===== config.mk =====
export PLATFORM = sky130hd
export DESIGN_NAME = reassembly_playout
export DESIGN_NICKNAME = d
export VERILOG_FILES = /design/src/logic/playout_pkg.sv /design/src/logic/underrun_judge.sv /design/src/logic/tdm_serializer.sv /design/src/logic/reassembly_playout.sv
export VERILOG_INCLUDE_DIRS = /design/src /design/src/logic
export SDC_FILE = /design/constraint.sdc
export NUM_CORES = 2
export LEC_CHECK = 0
export BUFFER_PORTS_ARGS = -buffer_cell sky130_fd_sc_hd__buf_2
export CAP_MARGIN = 25
export CELL_PAD_IN_SITES_DETAIL_PLACEMENT = 0
export CELL_PAD_IN_SITES_GLOBAL_PLACEMENT = 1
export CORE_MARGIN = 2
export CORE_UTILIZATION = 39
export DETAILED_ROUTE_END_ITERATION = 10
export GPL_TIMING_DRIVEN = 0
export PLACE_DENSITY_LB_ADDON = 0.1
export SYNTH_ARGS = -nofsm -noshare
export SYNTH_HDL_FRONTEND = slang
export SYNTH_SLANG_ARGS = --single-unit

===== constraint.sdc =====
create_clock -name clk_sys -period 4.78 [get_ports clk_sys]
set_clock_uncertainty 0.1 [all_clocks]
set_input_delay 0 -clock clk_sys [delete_from_list [all_inputs] [get_ports clk_sys]]
set_output_delay 0 -clock clk_sys [all_outputs]
set_load 0.01 [all_outputs]

===== src/logic/playout_defines.svh =====
// Register offsets, field positions, reset values and constants of the playout block
`ifndef PLAYOUT_DEFINES_SVH
`define PLAYOUT_DEFINES_SVH

`define CHANNELS 32
`define PORT_INDEX 20'h00000
`define CTRL_STRUCT_BASE 20'hA0000
`define CTRL_STRUCT_STRIDE 20'h00800
`define CTRL_STRUCT_SPAN 20'h00080
`define REG_CTRL3 20'h00000
`define REG_MAIN_CTRL1 20'h00004
`define REG_CTRL4 20'h00008
`define REG_CTRL5 20'h0000C
`define REG_CTRL6 20'h00010
`define CTRL3_REPLAY_BIT 10
`define CTRL3_BASE_LSB 0
`define MAIN1_SILENCE_LSB 8
`define CTRL3_RESET 16'h0000
`define MAIN1_RESET 16'hFF00
`define ENTRY_RESET 16'h0001
`define ADDR_SHIFT_ZEROS 5'h1F
`define LAST_CHANNEL 5'h1F
`define NEIGHBOUR_GAP 6'h04

`endif


===== src/logic/playout_pkg.sv =====
// Types shared by the playout block and its submodules
package playout_pkg;
	// Per-channel control entry
	typedef struct packed {
		logic valid;
		logic simple_underrun_report_enable;
		logic idle;
		logic permanent_underrun_report_enable;
		logic [1:0] spare;
		logic [9:0] buf_addr;
	} ctrl_entry_s;

	// Circular buffer entry as written by the cell_reassembler
	typedef struct packed {
		logic mf;
		logic res;
		logic [1:0] turn;
		logic [3:0] cas;
		logic [7:0] data;
	} buf_entry_s;

	typedef enum logic [1:0] {UR_NONE, UR_SIMPLE, UR_PERM} underrun_e;

	typedef enum logic [1:0] {S_IDLE, S_ENTRY, S_READ, S_NEXT} sweep_e;
endpackage


===== src/logic/underrun_judge.sv =====
// Classifies a channel read as no, simple or permanent underrun
`timescale 1ns/1ns
`default_nettype none
module underrun_judge
	import playout_pkg::*;
(
	input wire logic [1:0] rp_turn,
	input wire logic [1:0] entry_turn,
	input wire logic neighbour_active,
	output underrun_e kind
);
	logic [1:0] diff;

	// Distance of the read pointer ahead of the stored turn
	assign diff = rp_turn - entry_turn;

	// Compare pointer top bits with stored turn
	always_comb
	begin
		if (diff == 2'h3)
			kind = UR_PERM;
		else if (diff != 2'h0)
			kind = UR_SIMPLE;
		else if (!neighbour_active)
			kind = UR_SIMPLE;
		else
			kind = UR_NONE;
	end
endmodule
`default_nettype wire


===== src/logic/tdm_serializer.sv =====
// Shifts the per-port output buffer out serially, one timeslot per channel
`timescale 1ns/1ns
`default_nettype none
module tdm_serializer
	import playout_pkg::*;
(
	input wire logic clk_sys,
	input wire logic reset_n,
	input wire logic frame_tick,
	input wire logic bit_tick,
	input wire logic [255:0] out_bytes,
	input wire logic [31:0] out_valid,
	output logic tdm_serial_data_out,
	output logic tdm_serial_data_oe
);
	logic [7:0] bit_cnt_reg;
	logic [7:0] bit_cnt_next;
	logic data_reg;
	logic data_next;
	logic oe_reg;
	logic oe_next;
	logic [4:0] chan;
	logic [2:0] bitpos;

	assign chan = bit_cnt_reg[7:3];
	assign bitpos = 3'h7 - bit_cnt_reg[2:0];

	// Bit position in the frame and next line value
	always_comb
	begin
		bit_cnt_next = bit_cnt_reg;
		data_next = data_reg;
		oe_next = oe_reg;
		if (frame_tick)
			bit_cnt_next = 8'h00;
		else if (bit_tick)
		begin
			data_next = out_bytes[{chan, bitpos}];
			oe_next = out_valid[chan];
			bit_cnt_next = bit_cnt_reg + 8'h01;
		end
	end

	// Register the line state
	always_ff @(posedge clk_sys or negedge reset_n)
	begin
		if (!reset_n)
		begin
			bit_cnt_reg <= 8'h00;
			data_reg <= 1'b0;
			oe_reg <= 1'b0;
		end
		else
		begin
			bit_cnt_reg <= bit_cnt_next;
			data_reg <= data_next;
			oe_reg <= oe_next;
		end
	end

	assign tdm_serial_data_out = data_reg;
	assign tdm_serial_data_oe = oe_reg;
endmodule
`default_nettype wire


===== src/logic/reassembly_playout.sv =====
// Structured TDM reassembly playout with underrun detection and register slave
`include "playout_defines.svh"
`timescale 1ns/1ns
`default_nettype none
module reassembly_playout
	import playout_pkg::*;
(
	input wire logic clk_sys,
	input wire logic reset_n,
	input wire logic [19:0] avs_address,
	input wire logic avs_read,
	input wire logic avs_write,
	input wire logic [31:0] avs_writedata,
	input wire logic [3:0] avs_byteenable,
	output logic [31:0] avs_readdata,
	output logic avs_waitrequest,
	output logic [22:0] mem_address,
	output logic mem_read,
	input wire logic [15:0] mem_readdata,
	input wire logic mem_waitrequest,
	input wire logic frame_tick,
	input wire logic bit_tick,
	output logic tdm_serial_data_out,
	output logic tdm_serial_data_oe,
	output logic sweep_busy
);
	// Low bits up to and including the size marker of a buffer address field
	function automatic logic [4:0] size_low_mask(input logic [9:0] a);
		logic [4:0] m;
		m = 5'h01;
		if (a[0])
			m = 5'h01;
		else if (a[1])
			m = 5'h03;
		else if (a[2])
			m = 5'h07;
		else if (a[3])
			m = 5'h0F;
		else if (a[4])
			m = 5'h1F;
		return m;
	endfunction

	// Entry count minus one for the coded buffer size
	function automatic logic [9:0] wrap_mask(input logic [9:0] a);
		return {size_low_mask(a), `ADDR_SHIFT_ZEROS};
	endfunction

	// Offset of the buffer start: entry bits 9:k+1 then k+6 zeros, k the size marker bit
	function automatic logic [14:0] buf_offset(input logic [9:0] a);
		logic [9:0] keep;
		keep = a & ~{5'h00, size_low_mask(a)};
		return {keep, 5'h00};
	endfunction

	// Byte write merge for 16-bit registers
	function automatic logic [15:0] merge16(input logic [15:0] old, input logic [31:0] wd, input logic [3:0] be);
		logic [15:0] r;
		r = old;
		if (be[0])
			r[7:0] = wd[7:0];
		if (be[1])
			r[15:8] = wd[15:8];
		return r;
	endfunction

	// Software-visible state
	logic [15:0] ctrl3_reg, ctrl3_next;
	logic [15:0] main1_reg, main1_next;
	logic [31:0] underrun_status_reg, underrun_status_next;
	logic [31:0] perm_status_reg, perm_status_next;
	ctrl_entry_s entry_reg [0:31];
	ctrl_entry_s entry_next [0:31];
	logic ack_reg, ack_next;
	logic [31:0] rdata_reg, rdata_next;

	// Playout state
	sweep_e state_reg, state_next;
	logic [4:0] ch_reg, ch_next;
	logic [9:0] rp_idx_reg [0:31];
	logic [9:0] rp_idx_next [0:31];
	logic [1:0] rp_turn_reg [0:31];
	logic [1:0] rp_turn_next [0:31];
	logic [7:0] out_byte_reg [0:31];
	logic [7:0] out_byte_next [0:31];
	logic [31:0] out_valid_reg, out_valid_next;
	logic [22:0] mem_addr_reg, mem_addr_next;

	logic [19:0] cs_base;
	logic [19:0] cs_rel;
	logic in_cs;
	logic [4:0] cs_idx;
	logic bus_req;
	ctrl_entry_s cur;
	buf_entry_s rd_entry;
	logic [5:0] nb_idx;
	logic nb_active;
	underrun_e kind;
	logic replay;
	logic [7:0] silence;
	logic [255:0] out_flat;

	assign replay = ctrl3_reg[`CTRL3_REPLAY_BIT];
	assign silence = main1_reg[`MAIN1_SILENCE_LSB +: 8];
	assign cur = entry_reg[ch_reg];
	assign rd_entry = mem_readdata;
	assign nb_idx = {1'b0, ch_reg} + `NEIGHBOUR_GAP;
	assign nb_active = nb_idx[5] | entry_reg[nb_idx[4:0]].valid;

	// Control structure window for this port
	assign cs_base = `CTRL_STRUCT_BASE + `PORT_INDEX * `CTRL_STRUCT_STRIDE;
	assign cs_rel = avs_address - cs_base;
	assign in_cs = (avs_address >= cs_base) && (cs_rel < `CTRL_STRUCT_SPAN);
	assign cs_idx = cs_rel[6:2];
	assign bus_req = (avs_read | avs_write) & ~ack_reg;

	// Classify the fetched buffer entry
	underrun_judge judge_i (
		.rp_turn(rp_turn_reg[ch_reg]),
		.entry_turn(rd_entry.turn),
		.neighbour_active(nb_active),
		.kind(kind)
	);

	// Register file, status flags and playout sweep
	always_comb
	begin
		ctrl3_next = ctrl3_reg;
		main1_next = main1_reg;
		underrun_status_next = underrun_status_reg;
		perm_status_next = perm_status_reg;
		entry_next = entry_reg;
		ack_next = bus_req;
		rdata_next = rdata_reg;
		state_next = state_reg;
		ch_next = ch_reg;
		rp_idx_next = rp_idx_reg;
		rp_turn_next = rp_turn_reg;
		out_byte_next = out_byte_reg;
		out_valid_next = out_valid_reg;
		mem_addr_next = mem_addr_reg;
		// Bus write, taken at the edge where waitrequest is low
		if (ack_reg && avs_write)
		begin
			if (in_cs)
				entry_next[cs_idx] = merge16(entry_reg[cs_idx], avs_writedata, avs_byteenable);
			else if (avs_address == `REG_CTRL3)
				ctrl3_next = merge16(ctrl3_reg, avs_writedata, avs_byteenable);
			else if (avs_address == `REG_MAIN_CTRL1)
				main1_next = merge16(main1_reg, avs_writedata, avs_byteenable);
			else if (avs_address == `REG_CTRL4)
				underrun_status_next = underrun_status_reg & ~avs_writedata;
			else if (avs_address == `REG_CTRL5)
				perm_status_next[15:0] = perm_status_reg[15:0] & ~avs_writedata[15:0];
			else if (avs_address == `REG_CTRL6)
				perm_status_next[31:16] = perm_status_reg[31:16] & ~avs_writedata[15:0];
		end
		// Bus read data, unmapped reads as zero
		if (bus_req && avs_read)
		begin
			if (in_cs)
				rdata_next = {16'h0000, entry_reg[cs_idx]};
			else if (avs_address == `REG_CTRL3)
				rdata_next = {16'h0000, ctrl3_reg};
			else if (avs_address == `REG_MAIN_CTRL1)
				rdata_next = {16'h0000, main1_reg};
			else if (avs_address == `REG_CTRL4)
				rdata_next = underrun_status_reg;
			else if (avs_address == `REG_CTRL5)
				rdata_next = {16'h0000, perm_status_reg[15:0]};
			else if (avs_address == `REG_CTRL6)
				rdata_next = {16'h0000, perm_status_reg[31:16]};
			else
				rdata_next = 32'h00000000;
		end
		// Channel sweep, once per frame
		case (state_reg)
			S_IDLE:
			begin
				if (frame_tick)
				begin
					ch_next = 5'h00;
					state_next = S_ENTRY;
				end
			end
			S_ENTRY:
			begin
				if (cur.valid)
				begin
					mem_addr_next = {ctrl3_reg[`CTRL3_BASE_LSB +: 8],
						buf_offset(cur.buf_addr) | {5'h00, rp_idx_reg[ch_reg]}};
					state_next = S_READ;
				end
				else
				begin
					out_valid_next[ch_reg] = 1'b0;
					state_next = S_NEXT;
				end
			end
			S_READ:
			begin
				if (!mem_waitrequest)
				begin
					out_valid_next[ch_reg] = 1'b1;
					// Replay keeps the old buffer byte, otherwise silence
					if ((kind != UR_NONE || perm_status_reg[ch_reg]) && !replay)
						out_byte_next[ch_reg] = silence;
					else
						out_byte_next[ch_reg] = rd_entry.data;
					// Reports; a hardware set wins over a software clear
					if (kind == UR_SIMPLE && cur.simple_underrun_report_enable)
						underrun_status_next[ch_reg] = 1'b1;
					if (kind == UR_PERM && cur.permanent_underrun_report_enable)
					begin
						underrun_status_next[ch_reg] = 1'b1;
						perm_status_next[ch_reg] = 1'b1;
					end
					// Advance pointer, wrapping at the coded size
					if (rp_idx_reg[ch_reg] == wrap_mask(cur.buf_addr))
					begin
						rp_idx_next[ch_reg] = 10'h000;
						rp_turn_next[ch_reg] = rp_turn_reg[ch_reg] + 2'h1;
					end
					else
						rp_idx_next[ch_reg] = (rp_idx_reg[ch_reg] + 10'h001) & wrap_mask(cur.buf_addr);
					state_next = S_NEXT;
				end
			end
			S_NEXT:
			begin
				if (ch_reg == `LAST_CHANNEL)
					state_next = S_IDLE;
				else
				begin
					ch_next = ch_reg + 5'h01;
					state_next = S_ENTRY;
				end
			end
			default:
				state_next = S_IDLE;
		endcase
	end

	// Register all state
	always_ff @(posedge clk_sys or negedge reset_n)
	begin
		if (!reset_n)
		begin
			ctrl3_reg <= `CTRL3_RESET;
			main1_reg <= `MAIN1_RESET;
			underrun_status_reg <= 32'h00000000;
			perm_status_reg <= 32'h00000000;
			ack_reg <= 1'b0;
			rdata_reg <= 32'h00000000;
			state_reg <= S_IDLE;
			ch_reg <= 5'h00;
			out_valid_reg <= 32'h00000000;
			mem_addr_reg <= 23'h000000;
			for (int i = 0; i < `CHANNELS; i++)
			begin
				entry_reg[i] <= `ENTRY_RESET;
				rp_idx_reg[i] <= 10'h000;
				rp_turn_reg[i] <= 2'h0;
				out_byte_reg[i] <= 8'hFF;
			end
		end
		else
		begin
			ctrl3_reg <= ctrl3_next;
			main1_reg <= main1_next;
			underrun_status_reg <= underrun_status_next;
			perm_status_reg <= perm_status_next;
			ack_reg <= ack_next;
			rdata_reg <= rdata_next;
			state_reg <= state_next;
			ch_reg <= ch_next;
			out_valid_reg <= out_valid_next;
			mem_addr_reg <= mem_addr_next;
			entry_reg <= entry_next;
			rp_idx_reg <= rp_idx_next;
			rp_turn_reg <= rp_turn_next;
			out_byte_reg <= out_byte_next;
		end
	end

	// Flatten output buffer for the serializer
	always_comb
	begin
		out_flat = 256'h0;
		for (int i = 0; i < `CHANNELS; i++)
			out_flat[i*8 +: 8] = out_byte_reg[i];
	end

	tdm_serializer ser_i (
		.clk_sys(clk_sys),
		.reset_n(reset_n),
		.frame_tick(frame_tick),
		.bit_tick(bit_tick),
		.out_bytes(out_flat),
		.out_valid(out_valid_reg),
		.tdm_serial_data_out(tdm_serial_data_out),
		.tdm_serial_data_oe(tdm_serial_data_oe)
	);

	// Bus handshake and memory request
	assign avs_waitrequest = bus_req;
	assign avs_readdata = rdata_reg;
	assign mem_read = (state_reg == S_READ);
	assign mem_address = mem_addr_reg;
	assign sweep_busy = (state_reg != S_IDLE);
endmodule
`default_nettype wire


==> summary.md <==
| Metric | Value |
|---|---|
| Status | `complete, but fails checks` |
| Failing checks | `negative setup slack` |
| Flop2flop setup slack | `-0.05 ns` |
| Tmin final | `4.83 ns` |
| Routed Antenna Nets | `0` |
| WP data required | `5.34 ns` |
| Distinct cell type count of the synthesized netlist | `70` |
| Post-synth EDFFs | `0` |
| Cell taking the most area after synthesis | `dfrtp_1` |
| Crit path DAT | `5.38 ns` |
| Clk sinks | `1353` |
| Syn Nets | `5528` |
| H-tree levels | `4` |
| Max reg flops | `512` |
| Most numerous cell in the Yosys netlist | `dfrtp_1` |
| Critical path class | `register to register` |
| Min-Delay Path Depth | `3` |
| Yosys warnings | `0` |
| Leakage | `33.7 nW` |
| Max transition margin | `0.244` |
| Startpoint Class | `register` |
| Power Dens Cells | `410 nW/um^2` |
| Most common cell on crit path | `buf_6` |
| Final WL | `279000 um` |
| Maximum buffer depth of the clock tree | `3` |
| Pin count of the biggest net entering global routing | `156` |
| Remaining global-route overflow | `0` |
| Via count | `50.8k` |
| Worst hold slack | `0.0496 ns` |
| Fmax | `207 MHz` |
| Hold_sp | `avs_byteenable[0]` |
| Post-DP HPWL | `202000 um` |
| Die width | `421 um` |
| Synthesized area per cell | `12.5 sq um` |
| Drt initial violations | `4932` |
| Die area | `177000 sq um` |
| Max-slew violations | `0` |
| TritonCTS clock tree | `done` |
| Synth Register Bits | `1353` |
| Layout Cell Area excl Fill | `80600 sq um` |
| FFs w/ async S/R, synth | `1.00` |
| Vias per inst | `6.04` |
| Clk slew on worst S/H paths | `0.06 ns` |
| FP Rows | `152` |
| Worst vdd ir | `0.318 mV` |
| Commonest cells post-synth | `1057 x dfrtp_1, 622 x mux2_2, 560 x nand2_1` |
| Crit. Startpoint | `ch_reg[0]` |
| Setup TNS | `-0.353 ns` |
| Clock Latency Late Sink | `0.81 ns` |
| Initial antenna violation count | `14` |
| Drt drc | `0` |
| Port Buf Inserts | `125` |
| Layout Nets | `6062` |
| Overall Global Routing Usage | `0.315` |
| Final setup fails | `13` |
| Initial Util | `0.393` |
| Post-DP Area | `73200 sq um` |
| Fin. Hold Viols | `0` |
| GPL Wtd Cong | `0.920` |
| Die H | `421 um` |
| Register area share after synthesis | `0.506` |
| Setup ws final | `-0.0452 ns` |
| Proportion of layout cells with a drive suffix above 1 | `0.343` |
| Worst path max stage delay | `0.66 ns` |
| Hold Path Sink | `entry_reg[165]` |
| FF-to-FF Start | `ch_reg[0]` |
| Crit end category | `register` |
| CP Max Fanout | `10` |
| CTS Buf Count | `157` |
| Crit path cell chain | `buf_6 > buf_12 > buf_16 > buf_4 > buf_6 > mux2i_1 > o22ai_1 > nor4_1 > nand2_1 > nand4_1 > nor2_1 > xnor2_1 > clkbuf_1 > o41ai_1` |
| Max-cap violations | `0` |
| Top-area cell type share of the netlist area | `0.391` |
| Per-cell routed wire length | `33.1 um` |
| Top-level port count | `139` |
| Initial DRT Pass Iterations | `5` |
| Number of global-route vias before repair | `51.0k` |
| Core Area | `172000 sq um` |
| Largest cells by area after synthesis | `dfrtp_1 39%, dfstp_2 11%, mux2_2 10%` |
| Synth-to-Final Area Change | `19.0%` |
| CTS root buffer | `clkbuf_16` |
| First-pass GRT wire length | `394000 um` |
| Ys flop type | `dfrtp_1` |
| Worst reg2reg endpoint | `rp_idx_reg[217]` |
| Crit path max-delay cell type | `nor4_1` |
| Min-Delay Path Class | `input port to register` |
| Mapped cell area | `67700 sq um` |
| Slew @ Worst Pin | `1.13 ns` |
| Syn Inst Count | `5434` |
| Fin crit share | `1.01` |
| R2R depth | `14` |
==> report_power, final <==
| group | switching [W] | leakage [nW] | total [W] | internal, W |
|---|---|---|---|---|
| Clock | 0.00510 | 2.55 | 0.0124 | 0.00727 |
| Combinational | 0.00501 | 13.6 | 0.00770 | 0.00269 |
| Sequential | 0.000449 | 17.6 | 0.0130 | 0.0126 |
| Total | 0.0106 | 33.7 | 0.0331 | 0.0225 |
==> cells by family (layout without fill, tap and decap cells) <==
group / after synthesis / after routing / synth area share
buf+inv: 582 / 1239 / 0.0366
fa+ha+maj: 15 / 15 / 0.00277
mux: 1463 / 1463 / 0.282
flops: 1353 / 1353 / 0.506
simple gates: 875 / 875 / 0.0649
compound gates: 1130 / 1130 / 0.106
other cells: 0 / 3 / 0
xor+xnor: 16 / 16 / 0.00218
==> repair_timing <==
item                                    in CTS  in global routing
endpoints found under the setup margin     762                460
cloned                                       1                  0
gates resized for setup                    271                 60
hold endpoints to repair                  1043                  0
pin swaps                                   14                  5
hold buffers                                77                  0
setup buffers                               34                 10
==> metrics by stage <==
step,worst slack (ns),utilization,cells,total power [W]
after CTS,0.00508,0.467,8390,0.0331
after detailed placement,-3.19,0.425,7998,0.0201
after global placement,-27.91,0.414,7869,0.0199
after floorplan,0.155,-,5434,0.0168
after global routing,-0.00229,0.468,8403,0.0341
final,-0.0452,0.468,8404,0.0331
==> worst max-delay path by stage <==
stage,to,slack [ns],depth (start not counted)
after floorplan,out_byte_reg[101],0.16,20
after global placement,entry_reg[205],-27.91,1
after detailed placement,out_byte_reg[165],-3.19,21
after CTS,ser_i.tdm_serial_data_out,0.005,12
after global routing,rp_idx_reg[235],-0.002,17
final,rp_idx_reg[217],-0.05,14
==> critical path, delay by kind of cell, from the launching register on <==
family                 cells  cell delay [ns]
XOR/XNOR                   1             0.57
AO/OA/AOI/OAI              2             0.31
flip-flops                 1             0.44
multiplexers               1             0.47
AND/OR/NAND/NOR            4             1.38
buffers and inverters      6             1.35
==> cells in the final DEF (no fill, tap or decap), types with 38 or more instances in the layout <==
cell type	synthesis	final
dfrtp_1	1057	1054
mux2_2	622	622
nand2_1	560	553
mux2i_1	538	537
clkbuf_1	374	328
dfstp_2	296	296
mux4_2	293	293
a21oi_1	302	293
o21ai_0	277	277
clkbuf_16	0	164
buf_2	73	155
a22oi_1	133	131
o22ai_1	113	112
buf_4	21	99
nor2_1	106	93
clkbuf_2	1	78
dlygate4sd3_1	0	76
buf_8	0	65
inv_1	60	59
buf_6	16	57
o31ai_1	44	44
a22o_1	40	40
clkbuf_8	0	38
nor4_4	32	38
==> final cells by class <==
cell class / count / area (sq um)
timing repair buffer: 378 / 3780
sequential: 1353 / 34200
fill: 15700 / 91500
clock inverter: 32 / 387
antenna: 3 / 7.51
inverter: 61 / 229
buffer: 518 / 2810
multi-input combinational: 3499 / 31400
clock buffer: 250 / 4790
tap: 2310 / 2890
==> layer usage <==
| metal | track usage | vias to the layer above | part of all wire |
|---|---|---|---|
| met3 | 0.0546 | 599 | 0.064 |
| met4 | 0.148 | 4 | 0.054 |
| met2 | 0.493 | 1916 | 0.46 |
| met5 | 0 | - | 0.000093 |
| li1 | - | 21300 | - |
| met1 | 0.425 | 26900 | 0.42 |
No activity file was read; power rests on OpenSTA's default activity.
